### src/core/free_running_timer_pkg.sv
// Register map, field layout and reset values of the free running timer
package free_running_timer_pkg;
    localparam logic [5:0] identification_off = 6'h00;
    localparam logic [5:0] clock_enable_ctrl_off = 6'h04;
    localparam logic [5:0] soft_reset_ctrl_off = 6'h08;
    localparam logic [5:0] timer_control_off = 6'h0c;
    localparam logic [5:0] timer_status_off = 6'h10;
    localparam logic [5:0] irq_enable_off = 6'h14;
    localparam logic [5:0] irq_raw_status_off = 6'h18;
    localparam logic [5:0] reserved_slot_off = 6'h1c;
    localparam logic [5:0] irq_clear_off = 6'h20;
    localparam logic [5:0] match_data_off = 6'h24;
    localparam logic [5:0] match_data_buffer_off = 6'h28;
    localparam logic [5:0] counter_value_off = 6'h2c;

    localparam int counter_clock_enable_bit = 0;
    localparam int debug_clock_enable_bit = 31;
    localparam int soft_reset_bit = 0;
    localparam int start_bit = 0;
    localparam int count_divider_lsb = 16;
    localparam int count_divider_msb = 22;
    localparam int soft_reset_busy_bit = 0;
    localparam int match_bit = 2;
    localparam int irq_enable_low_msb = 1;

    localparam logic [6:0] count_divider_reset = 7'h01;
    localparam logic start_reset = 1'b1;
    localparam logic counter_clock_enable_reset = 1'b1;
    localparam logic debug_clock_enable_reset = 1'b0;
    localparam logic [1:0] irq_enable_low_reset = 2'h1;
    localparam logic irq_match_enable_reset = 1'b0;
    localparam logic [31:0] zero_word = 32'h00000000;
    localparam logic [31:0] one_word = 32'h00000001;
    // Duration of the software reset seen in the status register
    localparam logic [1:0] soft_reset_cycles = 2'h2;
endpackage : free_running_timer_pkg

### src/core/free_running_timer.sv
// Free running 32-bit match timer with APB register bank
//
// Functional notes
// - 32-bit unsigned free running up-counter
// - Source is ring oscillator or sub clock
// - Count clock is source over prescale, divider plus one
// - Writing start one copies data to buffer
// - Count up each count clock, wrap to zero
// - Match event when counter equals buffer
// - Live counter readable at any time
// - Interrupt clear register write with bit two set clears pending match
// - Write-only counter clock enable, resets one
// - Read-write debug clock enable, resets zero
// - Soft reset clears all but clock enable
// - Fixed read-only identification word
// - Ring oscillator keeps counting in stop, wakes
// - Start zero stops, resets dividers, keeps registers
// - Soft reset status high while reset runs
// - Match interrupt gated by enable bit two
// - Count divider bits 22:16, resets to one
//
// The APB register port was chosen for this implementation.
`timescale 1ns/1ns
module free_running_timer #(
    // Arbitrary neutral identification value
    parameter logic [31:0] identification_value = 32'h00a5_0001
) (
    input wire logic pclk,
    input wire logic presetn,
    input wire logic psel,
    input wire logic penable,
    input wire logic pwrite,
    input wire logic [31:0] paddr,
    input wire logic [31:0] pwdata,
    output logic [31:0] prdata,
    output logic pready,
    output logic pslverr,
    input wire logic ring_oscillator_clock,
    input wire logic sub_clock,
    input wire logic source_select_ring,
    input wire logic [1:0] prescale_divider,
    input wire logic stop_mode,
    input wire logic debug_mode,
    output logic match_irq,
    output logic wake_request
);
    localparam logic [5:0] last_off = free_running_timer_pkg::counter_value_off;

    logic [31:0] prdata_reg;
    logic start_reg;
    logic [6:0] count_divider_reg;
    logic counter_clock_enable_reg;
    logic debug_clock_enable_reg;
    logic [1:0] irq_enable_low_reg;
    logic irq_match_enable_reg;
    logic match_raw_reg;
    logic [31:0] match_data_reg;
    logic [31:0] match_data_buffer_reg;
    logic [31:0] counter_reg;
    logic [31:0] counter_next;
    logic [1:0] soft_reset_count_reg;
    logic [1:0] prescale_count_reg;
    logic [6:0] divider_count_reg;
    logic [2:0] ring_sync_reg;
    logic [2:0] sub_sync_reg;
    logic match_irq_reg;
    logic wake_request_reg;

    logic wr_access;
    logic rd_setup;
    logic soft_reset_busy;
    logic source_tick;
    logic prescale_done;
    logic count_tick;
    logic run;
    logic match_event;
    logic icr_clear;
    logic [5:0] offset;

    function automatic logic is_mapped(input logic [31:0] addr);
        is_mapped = addr[1:0] == 2'h0 && addr[31:6] == 26'h0 &&
            addr[5:0] <= last_off &&
            addr[5:0] != free_running_timer_pkg::reserved_slot_off;
    endfunction : is_mapped

    function automatic logic wr_hit(input logic [5:0] off,
                                    input logic [5:0] target);
        wr_hit = off == target;
    endfunction : wr_hit

    assign offset = paddr[5:0];
    assign wr_access = psel && penable && pwrite && is_mapped(paddr);
    assign rd_setup = psel && !penable && !pwrite;
    assign pready = 1'b1;
    assign pslverr = psel && penable && !is_mapped(paddr);
    assign prdata = prdata_reg;
    assign soft_reset_busy = soft_reset_count_reg != 2'h0;
    assign match_irq = match_irq_reg;
    assign wake_request = wake_request_reg;

    // Pin clocks pass two flops; the third only feeds edge detection
    always_ff @(posedge pclk or negedge presetn) begin
        if (!presetn) begin
            ring_sync_reg <= 3'h0;
            sub_sync_reg <= 3'h0;
        end else begin
            ring_sync_reg <= {ring_sync_reg[1:0], ring_oscillator_clock};
            sub_sync_reg <= {sub_sync_reg[1:0], sub_clock};
        end
    end

    // Source must be well below pclk/2 or edges are lost
    assign source_tick = source_select_ring ?
        (ring_sync_reg[1] && !ring_sync_reg[2]) :
        (sub_sync_reg[1] && !sub_sync_reg[2]);

    // Sub clock is gated in stop mode; ring oscillator keeps going
    assign run = start_reg && counter_clock_enable_reg && !soft_reset_busy &&
        !(debug_mode && !debug_clock_enable_reg) &&
        !(stop_mode && !source_select_ring);

    assign prescale_done = source_tick && prescale_count_reg == prescale_divider;
    assign count_tick = run && prescale_done &&
        divider_count_reg == count_divider_reg;
    assign counter_next = counter_reg + free_running_timer_pkg::one_word;
    assign match_event = count_tick &&
        counter_next == match_data_buffer_reg;
    assign icr_clear = wr_hit(offset, free_running_timer_pkg::irq_clear_off) &&
        wr_access && pwdata[free_running_timer_pkg::match_bit];

    // Dividers clear while stopped so a restart begins a fresh period
    always_ff @(posedge pclk or negedge presetn) begin
        if (!presetn) begin
            prescale_count_reg <= 2'h0;
            divider_count_reg <= 7'h00;
        end else if (!run) begin
            prescale_count_reg <= 2'h0;
            divider_count_reg <= 7'h00;
        end else if (source_tick) begin
            if (prescale_done) begin
                prescale_count_reg <= 2'h0;
                divider_count_reg <= count_tick ? 7'h00 :
                    divider_count_reg + 7'h01;
            end else begin
                prescale_count_reg <= prescale_count_reg + 2'h1;
            end
        end
    end

    always_ff @(posedge pclk or negedge presetn) begin
        if (!presetn) begin
            counter_reg <= free_running_timer_pkg::zero_word;
        end else if (soft_reset_busy) begin
            counter_reg <= free_running_timer_pkg::zero_word;
        end else if (count_tick) begin
            counter_reg <= counter_next;
        end
    end

    // A repeated write restarts the busy window
    always_ff @(posedge pclk or negedge presetn) begin
        if (!presetn) begin
            soft_reset_count_reg <= 2'h0;
        end else if (wr_access && pwdata[free_running_timer_pkg::soft_reset_bit]
                && wr_hit(offset, free_running_timer_pkg::soft_reset_ctrl_off)) begin
            soft_reset_count_reg <= free_running_timer_pkg::soft_reset_cycles;
        end else if (soft_reset_busy) begin
            soft_reset_count_reg <= soft_reset_count_reg - 2'h1;
        end
    end

    // Clock enable register survives the soft reset
    always_ff @(posedge pclk or negedge presetn) begin
        if (!presetn) begin
            counter_clock_enable_reg <=
                free_running_timer_pkg::counter_clock_enable_reset;
            debug_clock_enable_reg <=
                free_running_timer_pkg::debug_clock_enable_reset;
        end else if (wr_access &&
                wr_hit(offset, free_running_timer_pkg::clock_enable_ctrl_off)) begin
            counter_clock_enable_reg <=
                pwdata[free_running_timer_pkg::counter_clock_enable_bit];
            debug_clock_enable_reg <=
                pwdata[free_running_timer_pkg::debug_clock_enable_bit];
        end
    end

    always_ff @(posedge pclk or negedge presetn) begin
        if (!presetn) begin
            start_reg <= free_running_timer_pkg::start_reset;
            count_divider_reg <= free_running_timer_pkg::count_divider_reset;
        end else if (soft_reset_busy) begin
            start_reg <= free_running_timer_pkg::start_reset;
            count_divider_reg <= free_running_timer_pkg::count_divider_reset;
        end else if (wr_access &&
                wr_hit(offset, free_running_timer_pkg::timer_control_off)) begin
            start_reg <= pwdata[free_running_timer_pkg::start_bit];
            count_divider_reg <= pwdata[free_running_timer_pkg::count_divider_msb:
                free_running_timer_pkg::count_divider_lsb];
        end
    end

    always_ff @(posedge pclk or negedge presetn) begin
        if (!presetn) begin
            irq_enable_low_reg <= free_running_timer_pkg::irq_enable_low_reset;
            irq_match_enable_reg <= free_running_timer_pkg::irq_match_enable_reset;
        end else if (soft_reset_busy) begin
            irq_enable_low_reg <= free_running_timer_pkg::irq_enable_low_reset;
            irq_match_enable_reg <= free_running_timer_pkg::irq_match_enable_reset;
        end else if (wr_access &&
                wr_hit(offset, free_running_timer_pkg::irq_enable_off)) begin
            irq_enable_low_reg <=
                pwdata[free_running_timer_pkg::irq_enable_low_msb:0];
            irq_match_enable_reg <= pwdata[free_running_timer_pkg::match_bit];
        end
    end

    // A match in the clearing cycle wins over the clear
    always_ff @(posedge pclk or negedge presetn) begin
        if (!presetn) begin
            match_raw_reg <= 1'b0;
        end else if (soft_reset_busy) begin
            match_raw_reg <= 1'b0;
        end else if (match_event) begin
            match_raw_reg <= 1'b1;
        end else if (icr_clear) begin
            match_raw_reg <= 1'b0;
        end
    end

    // Data is only staged here; the compare uses the buffer
    always_ff @(posedge pclk or negedge presetn) begin
        if (!presetn) begin
            match_data_reg <= free_running_timer_pkg::zero_word;
        end else if (soft_reset_busy) begin
            match_data_reg <= free_running_timer_pkg::zero_word;
        end else if (wr_access &&
                wr_hit(offset, free_running_timer_pkg::match_data_off)) begin
            match_data_reg <= pwdata;
        end
    end

    always_ff @(posedge pclk or negedge presetn) begin
        if (!presetn) begin
            match_data_buffer_reg <= free_running_timer_pkg::zero_word;
        end else if (soft_reset_busy) begin
            match_data_buffer_reg <= free_running_timer_pkg::zero_word;
        end else if (wr_access && pwdata[free_running_timer_pkg::start_bit] &&
                wr_hit(offset, free_running_timer_pkg::timer_control_off)) begin
            match_data_buffer_reg <= match_data_reg;
        end
    end

    always_ff @(posedge pclk or negedge presetn) begin
        if (!presetn) begin
            match_irq_reg <= 1'b0;
            wake_request_reg <= 1'b0;
        end else begin
            match_irq_reg <= match_raw_reg && irq_match_enable_reg;
            wake_request_reg <= match_raw_reg && irq_match_enable_reg &&
                stop_mode && source_select_ring;
        end
    end

    // Read data captured in the setup cycle, zero wait states
    // Write-only bits and unused fields read as zero
    always_ff @(posedge pclk or negedge presetn) begin
        if (!presetn) begin
            prdata_reg <= free_running_timer_pkg::zero_word;
        end else if (rd_setup) begin
            prdata_reg <= free_running_timer_pkg::zero_word;
            if (is_mapped(paddr)) begin
                case (offset)
                    free_running_timer_pkg::identification_off:
                        prdata_reg <= identification_value;
                    free_running_timer_pkg::clock_enable_ctrl_off:
                        prdata_reg[free_running_timer_pkg::debug_clock_enable_bit]
                            <= debug_clock_enable_reg;
                    free_running_timer_pkg::timer_control_off: begin
                        prdata_reg[free_running_timer_pkg::start_bit] <= start_reg;
                        prdata_reg[free_running_timer_pkg::count_divider_msb:
                            free_running_timer_pkg::count_divider_lsb]
                            <= count_divider_reg;
                    end
                    free_running_timer_pkg::timer_status_off:
                        prdata_reg[free_running_timer_pkg::soft_reset_busy_bit]
                            <= soft_reset_busy;
                    free_running_timer_pkg::irq_enable_off: begin
                        prdata_reg[free_running_timer_pkg::irq_enable_low_msb:0]
                            <= irq_enable_low_reg;
                        prdata_reg[free_running_timer_pkg::match_bit]
                            <= irq_match_enable_reg;
                    end
                    free_running_timer_pkg::irq_raw_status_off:
                        prdata_reg[free_running_timer_pkg::match_bit]
                            <= match_raw_reg;
                    free_running_timer_pkg::match_data_off:
                        prdata_reg <= match_data_reg;
                    free_running_timer_pkg::match_data_buffer_off:
                        prdata_reg <= match_data_buffer_reg;
                    free_running_timer_pkg::counter_value_off:
                        prdata_reg <= counter_reg;
                    default:
                        prdata_reg <= free_running_timer_pkg::zero_word;
                endcase
            end
        end
    end

    a_count_step: assert property (@(posedge pclk) disable iff (!presetn)
        count_tick && !soft_reset_busy |=> counter_reg == $past(counter_reg)
            + 32'h1) else $error("counter did not step on tick");
    a_count_hold: assert property (@(posedge pclk)
        disable iff (!presetn)
        !run && !soft_reset_busy |=> $stable(counter_reg))
        else $error("counter moved while stopped");
    a_start_copy: assert property (@(posedge pclk) disable iff (!presetn)
        wr_access && offset == free_running_timer_pkg::timer_control_off &&
        pwdata[0] && !soft_reset_busy
        |=> match_data_buffer_reg == $past(match_data_reg))
        else $error("buffer not loaded on start");
    a_match_flag: assert property (@(posedge pclk) disable iff (!presetn)
        match_event && !soft_reset_busy |=> match_raw_reg ##1 match_irq ==
            irq_match_enable_reg) else $error("match not latched");
    a_irq_clear: assert property (@(posedge pclk) disable iff (!presetn)
        icr_clear && !match_event |=> !match_raw_reg ##1 !match_irq)
        else $error("match clear lost");
    a_soft_busy: assert property (@(posedge pclk) disable iff (!presetn)
        wr_access && pwdata[0] &&
        offset == free_running_timer_pkg::soft_reset_ctrl_off
        |=> soft_reset_busy [*2] ##1 !soft_reset_busy)
        else $error("soft reset length wrong");
    a_soft_clear: assert property (@(posedge pclk)
        disable iff (!presetn)
        $fell(soft_reset_busy) |-> counter_reg == 32'h0 && !match_raw_reg &&
            count_divider_reg == 7'h01) else $error("soft reset left state");
    a_id_read: assert property (@(posedge pclk) disable iff (!presetn)
        rd_setup && paddr == 32'h0 |=> prdata == identification_value)
        else $error("identification read wrong");
    a_div_gate: assert property (@(posedge pclk) disable iff (!presetn)
        count_tick |-> prescale_count_reg == prescale_divider &&
            divider_count_reg == count_divider_reg && source_tick)
        else $error("count tick off divider");
    a_stop_hold: assert property (@(posedge pclk) disable iff (!presetn)
        stop_mode && !source_select_ring |-> !count_tick)
        else $error("sub clock counted in stop");

    // Gating, status and hold checks
    a_irq_gate: assert property (@(posedge pclk) disable iff (!presetn)
        match_irq == $past(match_raw_reg && irq_match_enable_reg))
        else $error("match interrupt not gated");
    a_wake_gate: assert property (@(posedge pclk) disable iff (!presetn)
        wake_request == $past(match_raw_reg && irq_match_enable_reg &&
            stop_mode && source_select_ring))
        else $error("wake request not gated");
    a_busy_read: assert property (@(posedge pclk) disable iff (!presetn)
        rd_setup && is_mapped(paddr) &&
        offset == free_running_timer_pkg::timer_status_off
        |=> prdata == {31'h0, $past(soft_reset_busy)})
        else $error("reset status read wrong");
    a_clk_keep: assert property (@(posedge pclk) disable iff (!presetn)
        soft_reset_busy && !wr_access |=> $stable(counter_clock_enable_reg)
            && $stable(debug_clock_enable_reg))
        else $error("clock enable lost in soft reset");
    a_buf_hold: assert property (@(posedge pclk) disable iff (!presetn)
        !soft_reset_busy && !(wr_access &&
            wr_hit(offset, free_running_timer_pkg::timer_control_off))
        |=> $stable(match_data_buffer_reg))
        else $error("buffer changed without start");
    a_div_clear: assert property (@(posedge pclk) disable iff (!presetn)
        !run |=> prescale_count_reg == 2'h0 && divider_count_reg == 7'h00)
        else $error("dividers not cleared while stopped");
endmodule : free_running_timer

### config.mk
export PLATFORM = sky130hd
export DESIGN_NAME = free_running_timer
export DESIGN_NICKNAME = d
export VERILOG_FILES = /design/src/core/free_running_timer_pkg.sv /design/src/core/free_running_timer.sv
export SDC_FILE = /design/constraint.sdc
export NUM_CORES = 1
export LEC_CHECK = 0
export ABC_CLOCK_PERIOD_IN_PS = 3800
export BUFFER_PORTS_ARGS = -buffer_cell sky130_fd_sc_hd__buf_2
export CAP_MARGIN = 30
export CORE_ASPECT_RATIO = 0.5
export CORE_MARGIN = 3
export CORE_UTILIZATION = 63
export CTS_CLUSTER_SIZE = 25
export DETAILED_ROUTE_END_ITERATION = 10
export HOLD_SLACK_MARGIN = 0.02
export MAX_ROUTING_LAYER = met4
export PLACE_DENSITY = 0.86
export SYNTH_ARGS = -nofsm -noshare
export SYNTH_HDL_FRONTEND = slang
export SYNTH_SLANG_ARGS = --single-unit
### constraint.sdc
create_clock -name pclk -period 3.8 [get_ports pclk]
set_input_delay 0.19 -clock pclk [delete_from_list [all_inputs] [get_ports pclk]]
set_output_delay 0.19 -clock pclk [all_outputs]
set_load 0.01 [all_outputs]
==> results of run 1 <==
placed cells by master, fill, tap and decap left out, types with 7 or more instances in the layout:
master         count
nor2_1            39
xnor2_1           28
nand2_1          157
a21boi_0          41
a222oi_1          28
dfrtp_1          157
nand2b_1           7
nand3_1           26
o31ai_1           25
inv_1             11
and2_1             7
and3_1            13
dlygate4sd3_1     25
nor2b_1           11
nor3_1            11
nand4_1           13
xor2_1            29
buf_2            109
nor4_1            15
o21ai_0           82
a22o_2            29
a21oi_1           15
clkbuf_16         17
o41ai_1            8
a22o_1            12
buf_4             13
cell type report:
type,instances,area (µm²)
fillers,899,2900
repair buffers,151,956
multi-input cells,668,4190
clock inverters,11,201
inverters,11,41.3
flip-flops and latches,161,4030
clock buffers,21,460
well taps,170,213
repair_timing:
item                                    CTS  global route
endpoints found under the hold margin   117             0
hold buffers                             25             0
gates resized for setup                   0             0
endpoints found under the setup margin    0             0
kinds of logic (layout without fill, tap and decap cells):
| family | Yosys count | after routing | share of synthesized area [%] |
|---|---|---|---|
| compound gates | 271 | 271 | 23.2 |
| other cells | 1 | 1 | 0.0436 |
| xor+xnor | 57 | 57 | 5.81 |
| mux | 4 | 4 | 0.495 |
| buf+inv | 79 | 194 | 4.47 |
| fa+ha+maj | 3 | 3 | 0.437 |
| simple gates | 332 | 332 | 18.6 |
| flops | 161 | 161 | 46.9 |
worst reg2reg max path: cells and delay by family (launching register included):
family	cells	cell delay [ps]
adders and majority gates	1	340
AOI/OAI and AO/OA	2	470
and+or+nand+nor	4	1340
DFF	1	500
xor gates and xnor gates	1	140
metrics by stage:
step / power (mW) / utilization (%) / instances / hold WS (ps) / setup slack, ps
global route: 3.88 / 77.7 / 1193 / 27.9 / 675
detailed placement: 1.87 / 70.7 / 1136 / 300 / 1090
global placement: 1.87 / 70.4 / 1134 / 302 / 1200
CTS: 3.80 / 77.7 / 1193 / 23.5 / 1070
finish: 3.78 / 77.7 / 1193 / 26.0 / 928
floorplan: 1.78 / - / 908 / -106 / 1440
power by group through the flow:
| stage | Combinational (mW) | Clock, mW | Sequential, mW |
|---|---|---|---|
| after floorplan | 0.0295 | 0 | 1.75 |
| after global placement | 0.117 | 0 | 1.75 |
| after detailed placement | 0.120 | 0 | 1.75 |
| after CTS | 0.141 | 1.94 | 1.72 |
| after global routing | 0.155 | 2.01 | 1.72 |
| final | 0.141 | 1.92 | 1.72 |
routing by layer:
metal | routed length [µm] | vias to the layer above
li1 | - | 3519
met3 | 2140 | 34
met1 | 11500 | 3871
met5 | 0 | -
met2 | 11300 | 400
met4 | 335 | 0
worst max path at each step:
stage                                          start                              to
after detailed placement  counter_reg[0]$_DFFE_PN0P_       match_raw_reg$_DFFE_PN0P_
after global routing      counter_reg[0]$_DFFE_PN0P_       match_raw_reg$_DFFE_PN0P_
after global placement                      paddr[1]  match_data_reg[11]$_DFFE_PN0P_
after CTS                 counter_reg[0]$_DFFE_PN0P_       match_raw_reg$_DFFE_PN0P_
after floorplan           counter_reg[0]$_DFFE_PN0P_       match_raw_reg$_DFFE_PN0P_
final                     counter_reg[0]$_DFFE_PN0P_       match_raw_reg$_DFFE_PN0P_
==> flow_metrics.py, run 1 <==
metrics = {
    "run_status": {
        "status": "completed",
    },
    "worst_setup_path": {
        "slowest_delay_ps": 670,
        "rr_startpoint": "counter_reg[0]$_DFFE_PN0P_",
        "crit_path_max_fanout": 8,
        "critPathBufInv": 0,
        "r2r-end": "match_raw_reg$_DFFE_PN0P_",
        "crit_path_frequent_cell": "nand4_1",
        "crit_path_top_delay_cell": "nor4_1",
        "arrival_ps": 3210,
        "critPathRequiredTime_ps": 4140,
        "rrSetupSlack_ps": 930,
        "setup.worst_path.start_class": "flop",
        "path_cells": "ha_1 > and3_1 > nand4_1 > nor4_1 > xor2_1 > o21ai_0 > nand4_1 > o31ai_1",
        "worstSetupPathDepth": 8,
        "reg2reg_depth": 8,
        "end_kind": "flop",
        "cp_top_family": "simple AND/OR/NAND/NOR gates",
        "worstSetupPathType": "reg2reg",
    },
    "route": {
        "post_drt_wl_per_cell_um": 21.2,
        "dr.pass1.iters": 7,
        "drc_errors": 0,
        "postRouteAntennaNets": 0,
        "vias": 7824,
        "drt-total-wl_um": 25300,
        "drt_iter0_markers": 1105,
        "viasPerCell": 6.56,
    },
    "placed_design": {
        "place_hpwl_um": 16500,
        "gp_congestion": 0.971,
        "portBuffers": 110,
        "dpl-instance-area_mm2": 0.00918,
    },
    "floorplanning": {
        "dieHeight_um": 88.6,
        "die_area_mm2": 0.0152,
        "coreArea_mm2": 0.0130,
        "rows": 29,
        "io_pins": 112,
        "initial_core_util_pct": 66.2,
        "fp.dieW_um": 171,
    },
    "global_routing": {
        "grt_max_degree": 95,
        "grtUsageMet2_pct": 52.9,
        "grt_pass1_vias": 7636,
        "grt_pass1_wl_um": 40300,
        "track_usage_pct": 35.6,
        "gr-usage-met3_pct": 6.47,
        "antenna_found_initial": 0,
        "busiest_layer": "met2",
        "grt_util_met1_pct": 50.3,
        "grt_overflow": 0,
    },
    "hold_path": {
        "hp-class": "in2reg",
        "min_from": "pwdata[11]",
        "min_delay_path_depth": 3,
        "min_to": "match_data_reg[11]$_DFFE_PN0P_",
    },
    "sta": {
        "relSlewSlack_pct": 31.4,
        "tightest_slew_ps": 1030,
        "fin_tns_setup_ps": 0,
        "fin_worst_skew_ps": 10.7,
        "maxSlewViolCount": 0,
        "finalSetupViolCount": 0,
        "period_needed_ps": 2870,
        "max_freq_ghz": 0.348,
        "period_share_pct": 75.6,
        "rsz0062_at_grt": "no",
        "finalHoldViolations": 0,
    },
    "logic_synthesis": {
        "syn_area_mm2": 0.00859,
        "netlist_instances": 908,
        "synthFlopType": "dfrtp_1",
        "postSynthAreaPerCell_um2": 9.47,
        "synth_seq_cells": 161,
        "yosys-top-cells-area": "dfrtp_1 46%, nand2_1 6.9%, o21ai_0 4.8%",
        "postSynth.asyncResetShare_pct": 100,
        "synth.distinct_cells": 67,
        "yosysWarnings": 0,
        "netlist.area_leader.share_pct": 45.7,
        "synth-edff-count": 0,
        "synth_commonest_cells": "157 x dfrtp_1, 157 x nand2_1, 82 x o21ai_0",
        "mappedNetlistNets": 987,
        "yosys.area.top_type": "dfrtp_1",
        "yosysSeqAreaShare_pct": 46.9,
    },
    "power_and_ir_drop": {
        "power.net_switching_mw": 0.800,
        "clkPwrFrac_pct": 50.9,
        "p_leak_nw": 4.59,
        "switching_share_pct": 21.1,
        "pwr-share-seq_pct": 45.4,
        "max-vdd-ir-drop_uv": 284,
        "power_density_mw_per_mm2": 375,
        "internal_power_mw": 2.98,
        "comb_power_share_pct": 3.7,
    },
    "cells_and_area": {
        "area_growth_pct": 17.5,
        "diodes": 0,
        "fin_area_mm2": 0.0101,
        "drive_gt1_share_pct": 20.3,
        "nNetsFinal": 1089,
    },
    "clock_tree": {
        "cts_tree": "yes",
        "htreeDepth": 4,
        "cts_setup_buffers": 0,
        "clk-insertion-delay-late_ps": 430,
        "cts_buffers": 17,
        "cts.path.max_buffers": 2,
        "clk_pin_slew_ps": 70,
        "cts_root_buf": "clkbuf_16",
        "cts.sinks": 161,
    },
    "run": {
        "drv_cap": 0,
    },
}
Note: power is estimated with default switching activity, not from simulation.
==> run 2: changes to the inputs <==
ABC_AREA = 1   (was not set)
ABC_CLOCK_PERIOD_IN_PS = 2500   (was 3800)
CORE_UTILIZATION = 53   (was 63)
PLACE_DENSITY = 0.77   (was 0.86)
clock period = 2.5 ns   (was 3.8 ns; I/O delays follow)
==> flow_metrics.py, run 2 <==
metrics = {
    "logic_synthesis": {
        "yosysSeqAreaShare_pct": 43.6,
        "netlist.area_leader.share_pct": 42.5,
        "synth_seq_cells": 161,
        "yosys.area.top_type": "dfrtp_1",
        "synth.distinct_cells": 50,
        "syn_area_mm2": 0.00925,
        "synthFlopType": "dfrtp_1",
        "yosysWarnings": 0,
        "synth-edff-count": 0,
        "postSynth.asyncResetShare_pct": 100,
        "mappedNetlistNets": 1358,
        "synth_commonest_cells": "492 x nand2_1, 157 x dfrtp_1, 157 x inv_1",
        "postSynthAreaPerCell_um2": 7.23,
        "synth_most_common_cell": "nand2_1",
        "yosys-top-cells-area": "dfrtp_1 42%, nand2_1 20%, inv_1 6.4%",
        "netlist_instances": 1279,
    },
    "floorplanning": {
        "coreArea_mm2": 0.0167,
        "dieHeight_um": 99.4,
        "initial_core_util_pct": 55.3,
        "rows": 33,
        "fp.dieW_um": 193,
        "die_area_mm2": 0.0192,
        "io_pins": 112,
    },
    "cells_and_area": {
        "area_growth_pct": 19.4,
        "layout_commonest_cell": "nand2_1",
        "multi_input_area_mm2": 0.00440,
        "utilization_pct": 66.0,
        "nNetsFinal": 1507,
        "diodes": 0,
        "regArea_mm2": 0.00404,
        "drive_gt1_share_pct": 15.1,
        "final.fill_count": 1453,
        "layout.cells.most_common_list": "492 x nand2_1, 157 x inv_1, 156 x dfrtp_1",
    },
    "global_routing": {
        "track_usage_pct": 35.5,
        "grt_pass1_wl_um": 49900,
        "grt_max_degree": 60,
        "grt_overflow": 0,
        "grt_pass1_vias": 9077,
        "antenna_found_initial": 0,
    },
    "route": {
        "drt-total-wl_um": 31800,
        "drc_errors": 0,
        "postRouteAntennaNets": 0,
        "viasPerCell": 5.59,
        "drt_iter0_markers": 830,
        "dr.pass1.iters": 5,
        "vias": 9331,
        "post_drt_wl_per_cell_um": 19.1,
    },
    "clock_tree": {
        "htreeDepth": 4,
        "clk_pin_slew_ps": 70,
        "cts_tree": "yes",
        "clk-insertion-delay-late_ps": 440,
        "cts_root_buf": "clkbuf_16",
        "cts.sinks": 161,
        "cts_buffers": 17,
        "cts.path.max_buffers": 2,
    },
    "sta": {
        "max_freq_ghz": 0.426,
        "period_needed_ps": 2350,
        "period_share_pct": 93.8,
        "fin_tns_setup_ps": 0,
        "finalSetupViolCount": 0,
        "tightest_slew_ps": 681,
        "finalHoldViolations": 0,
        "fin_worst_skew_ps": 11.9,
        "relSlewSlack_pct": 54.5,
        "rsz0062_at_grt": "no",
        "maxSlewViolCount": 0,
    },
    "placed_design": {
        "place_hpwl_um": 22800,
        "gp_congestion": 1.09,
        "portBuffers": 110,
    },
    "power_and_ir_drop": {
        "max-vdd-ir-drop_uv": 464,
        "power_density_mw_per_mm2": 500,
        "power.total_mw": 5.52,
        "p_leak_nw": 5.79,
    },
    "worst_setup_path": {
        "slowest_delay_ps": 440,
        "path_cells": "ha_1 > nand2_2 > nor2_4 > nand2_2 > nor2_4 > nand2_1 > nand2_1 > nand2_1 > nand2_1 > nand2_1 > nor2_1 > nand2_1 > nor2_1 > nand3_1 > a21oi_1",
        "critPathRequiredTime_ps": 2860,
        "critPathBufInv": 0,
        "cp_top_family": "simple AND/OR/NAND/NOR gates",
        "crit_path_max_fanout": 7,
        "crit_path_top_delay_cell": "dfrtp_2",
        "end_kind": "flop",
        "crit_path_frequent_cell": "nand2_1",
        "setup.worst_path.start_class": "flop",
        "worstSetupPathType": "reg2reg",
        "arrival_ps": 2710,
    },
    "run_status": {
        "status": "completed",
    },
    "hold_path": {
        "hp-class": "in2reg",
    },
    "run": {
        "drv_cap": 0,
    },
}
## run 2: cell families after synthesis
kind of cell	Yosys count	share of synthesized area, %
flip-flops	161	43.6
buffers and inverters	202	8.89
AO/OA/AOI/OAI	193	12.4
adder cells (fa/ha/maj)	3	0.406
AND/OR/NAND/NOR	702	32.8
other	1	0.0406
XOR/XNOR	17	1.91
## run 2: worst paths after layout
| check | cells past startpoint | endpoint | slack [ps] | startpoint |
|---|---|---|---|---|
| setup / recovery | 15 | match_raw_reg$_DFFE_PN0P_ | 150 | counter_reg[0]$_DFFE_PN0P_ |
| hold / removal | 5 | count_divider_reg[3]$_DFFE_PN0P_ | 30 | pwdata[19] |
| setup reg to reg | 15 | match_raw_reg$_DFFE_PN0P_ | 150 | counter_reg[0]$_DFFE_PN0P_ |
| hold reg to reg | 0 | ring_sync_reg[1]$_DFF_PN0_ | 360 | ring_sync_reg[0]$_DFF_PN0_ |
| max in group asynchronous | 3 | counter_clock_enable_reg$_DFFE_PN1P_ | 1480 | presetn |
| min in group asynchronous | 2 | match_data_reg[29]$_DFFE_PN0P_ | 240 | presetn |
## run 2: routing by layer
| layer | vias up | share of wire (%) | global-route usage (%) |
|---|---|---|---|
| met5 | - | 0 | - |
| met4 | 0 | 2.2 | 9.56 |
| met3 | 46 | 11 | 11.4 |
| met2 | 460 | 41 | 49.4 |
| met1 | 4423 | 45 | 49.9 |
| li1 | 4402 | - | - |
## run 2: final cells by class
cell class	instances	area share, %
flip-flops and latches	161	36.5
repair buffers	170	10.2
inverters	162	5.53
multi-input cells	916	39.8
well taps	227	2.57
clock buffers	17	3.85
clock inverters	15	1.48
## run 2: per-stage QoR
step,hold WS [ps],area (µm²),cells,setup WS [ps]
after floorplan,-171,9250,1279,631
after global placement,149,10100,1605,196
after detailed placement,153,10100,1605,120
after CTS,20.6,11000,1668,112
after global routing,73.7,11000,1668,2.44
final,34.7,11000,1668,155
## run 2: repair_timing
action,in CTS,in global routing
endpoints found under the hold margin,90,0
hold buffers,31,0
endpoints found under the setup margin,0,1
gates resized for setup,0,3
setup buffers,0,0
## run 2: worst min-delay path, delay by kind of cell
kind	cells	cell delay, ps
simple gates	2	100
buf+inv	2	150
compound gates	1	70
## run 2: power by group
part / switching [mW] / total [mW] / internal [mW]
logic: 0.149 / 0.250 / 0.101
registers: 0.00169 / 2.61 / 2.61
clock network: 1.31 / 2.66 / 1.35
total: 1.47 / 5.52 / 4.05
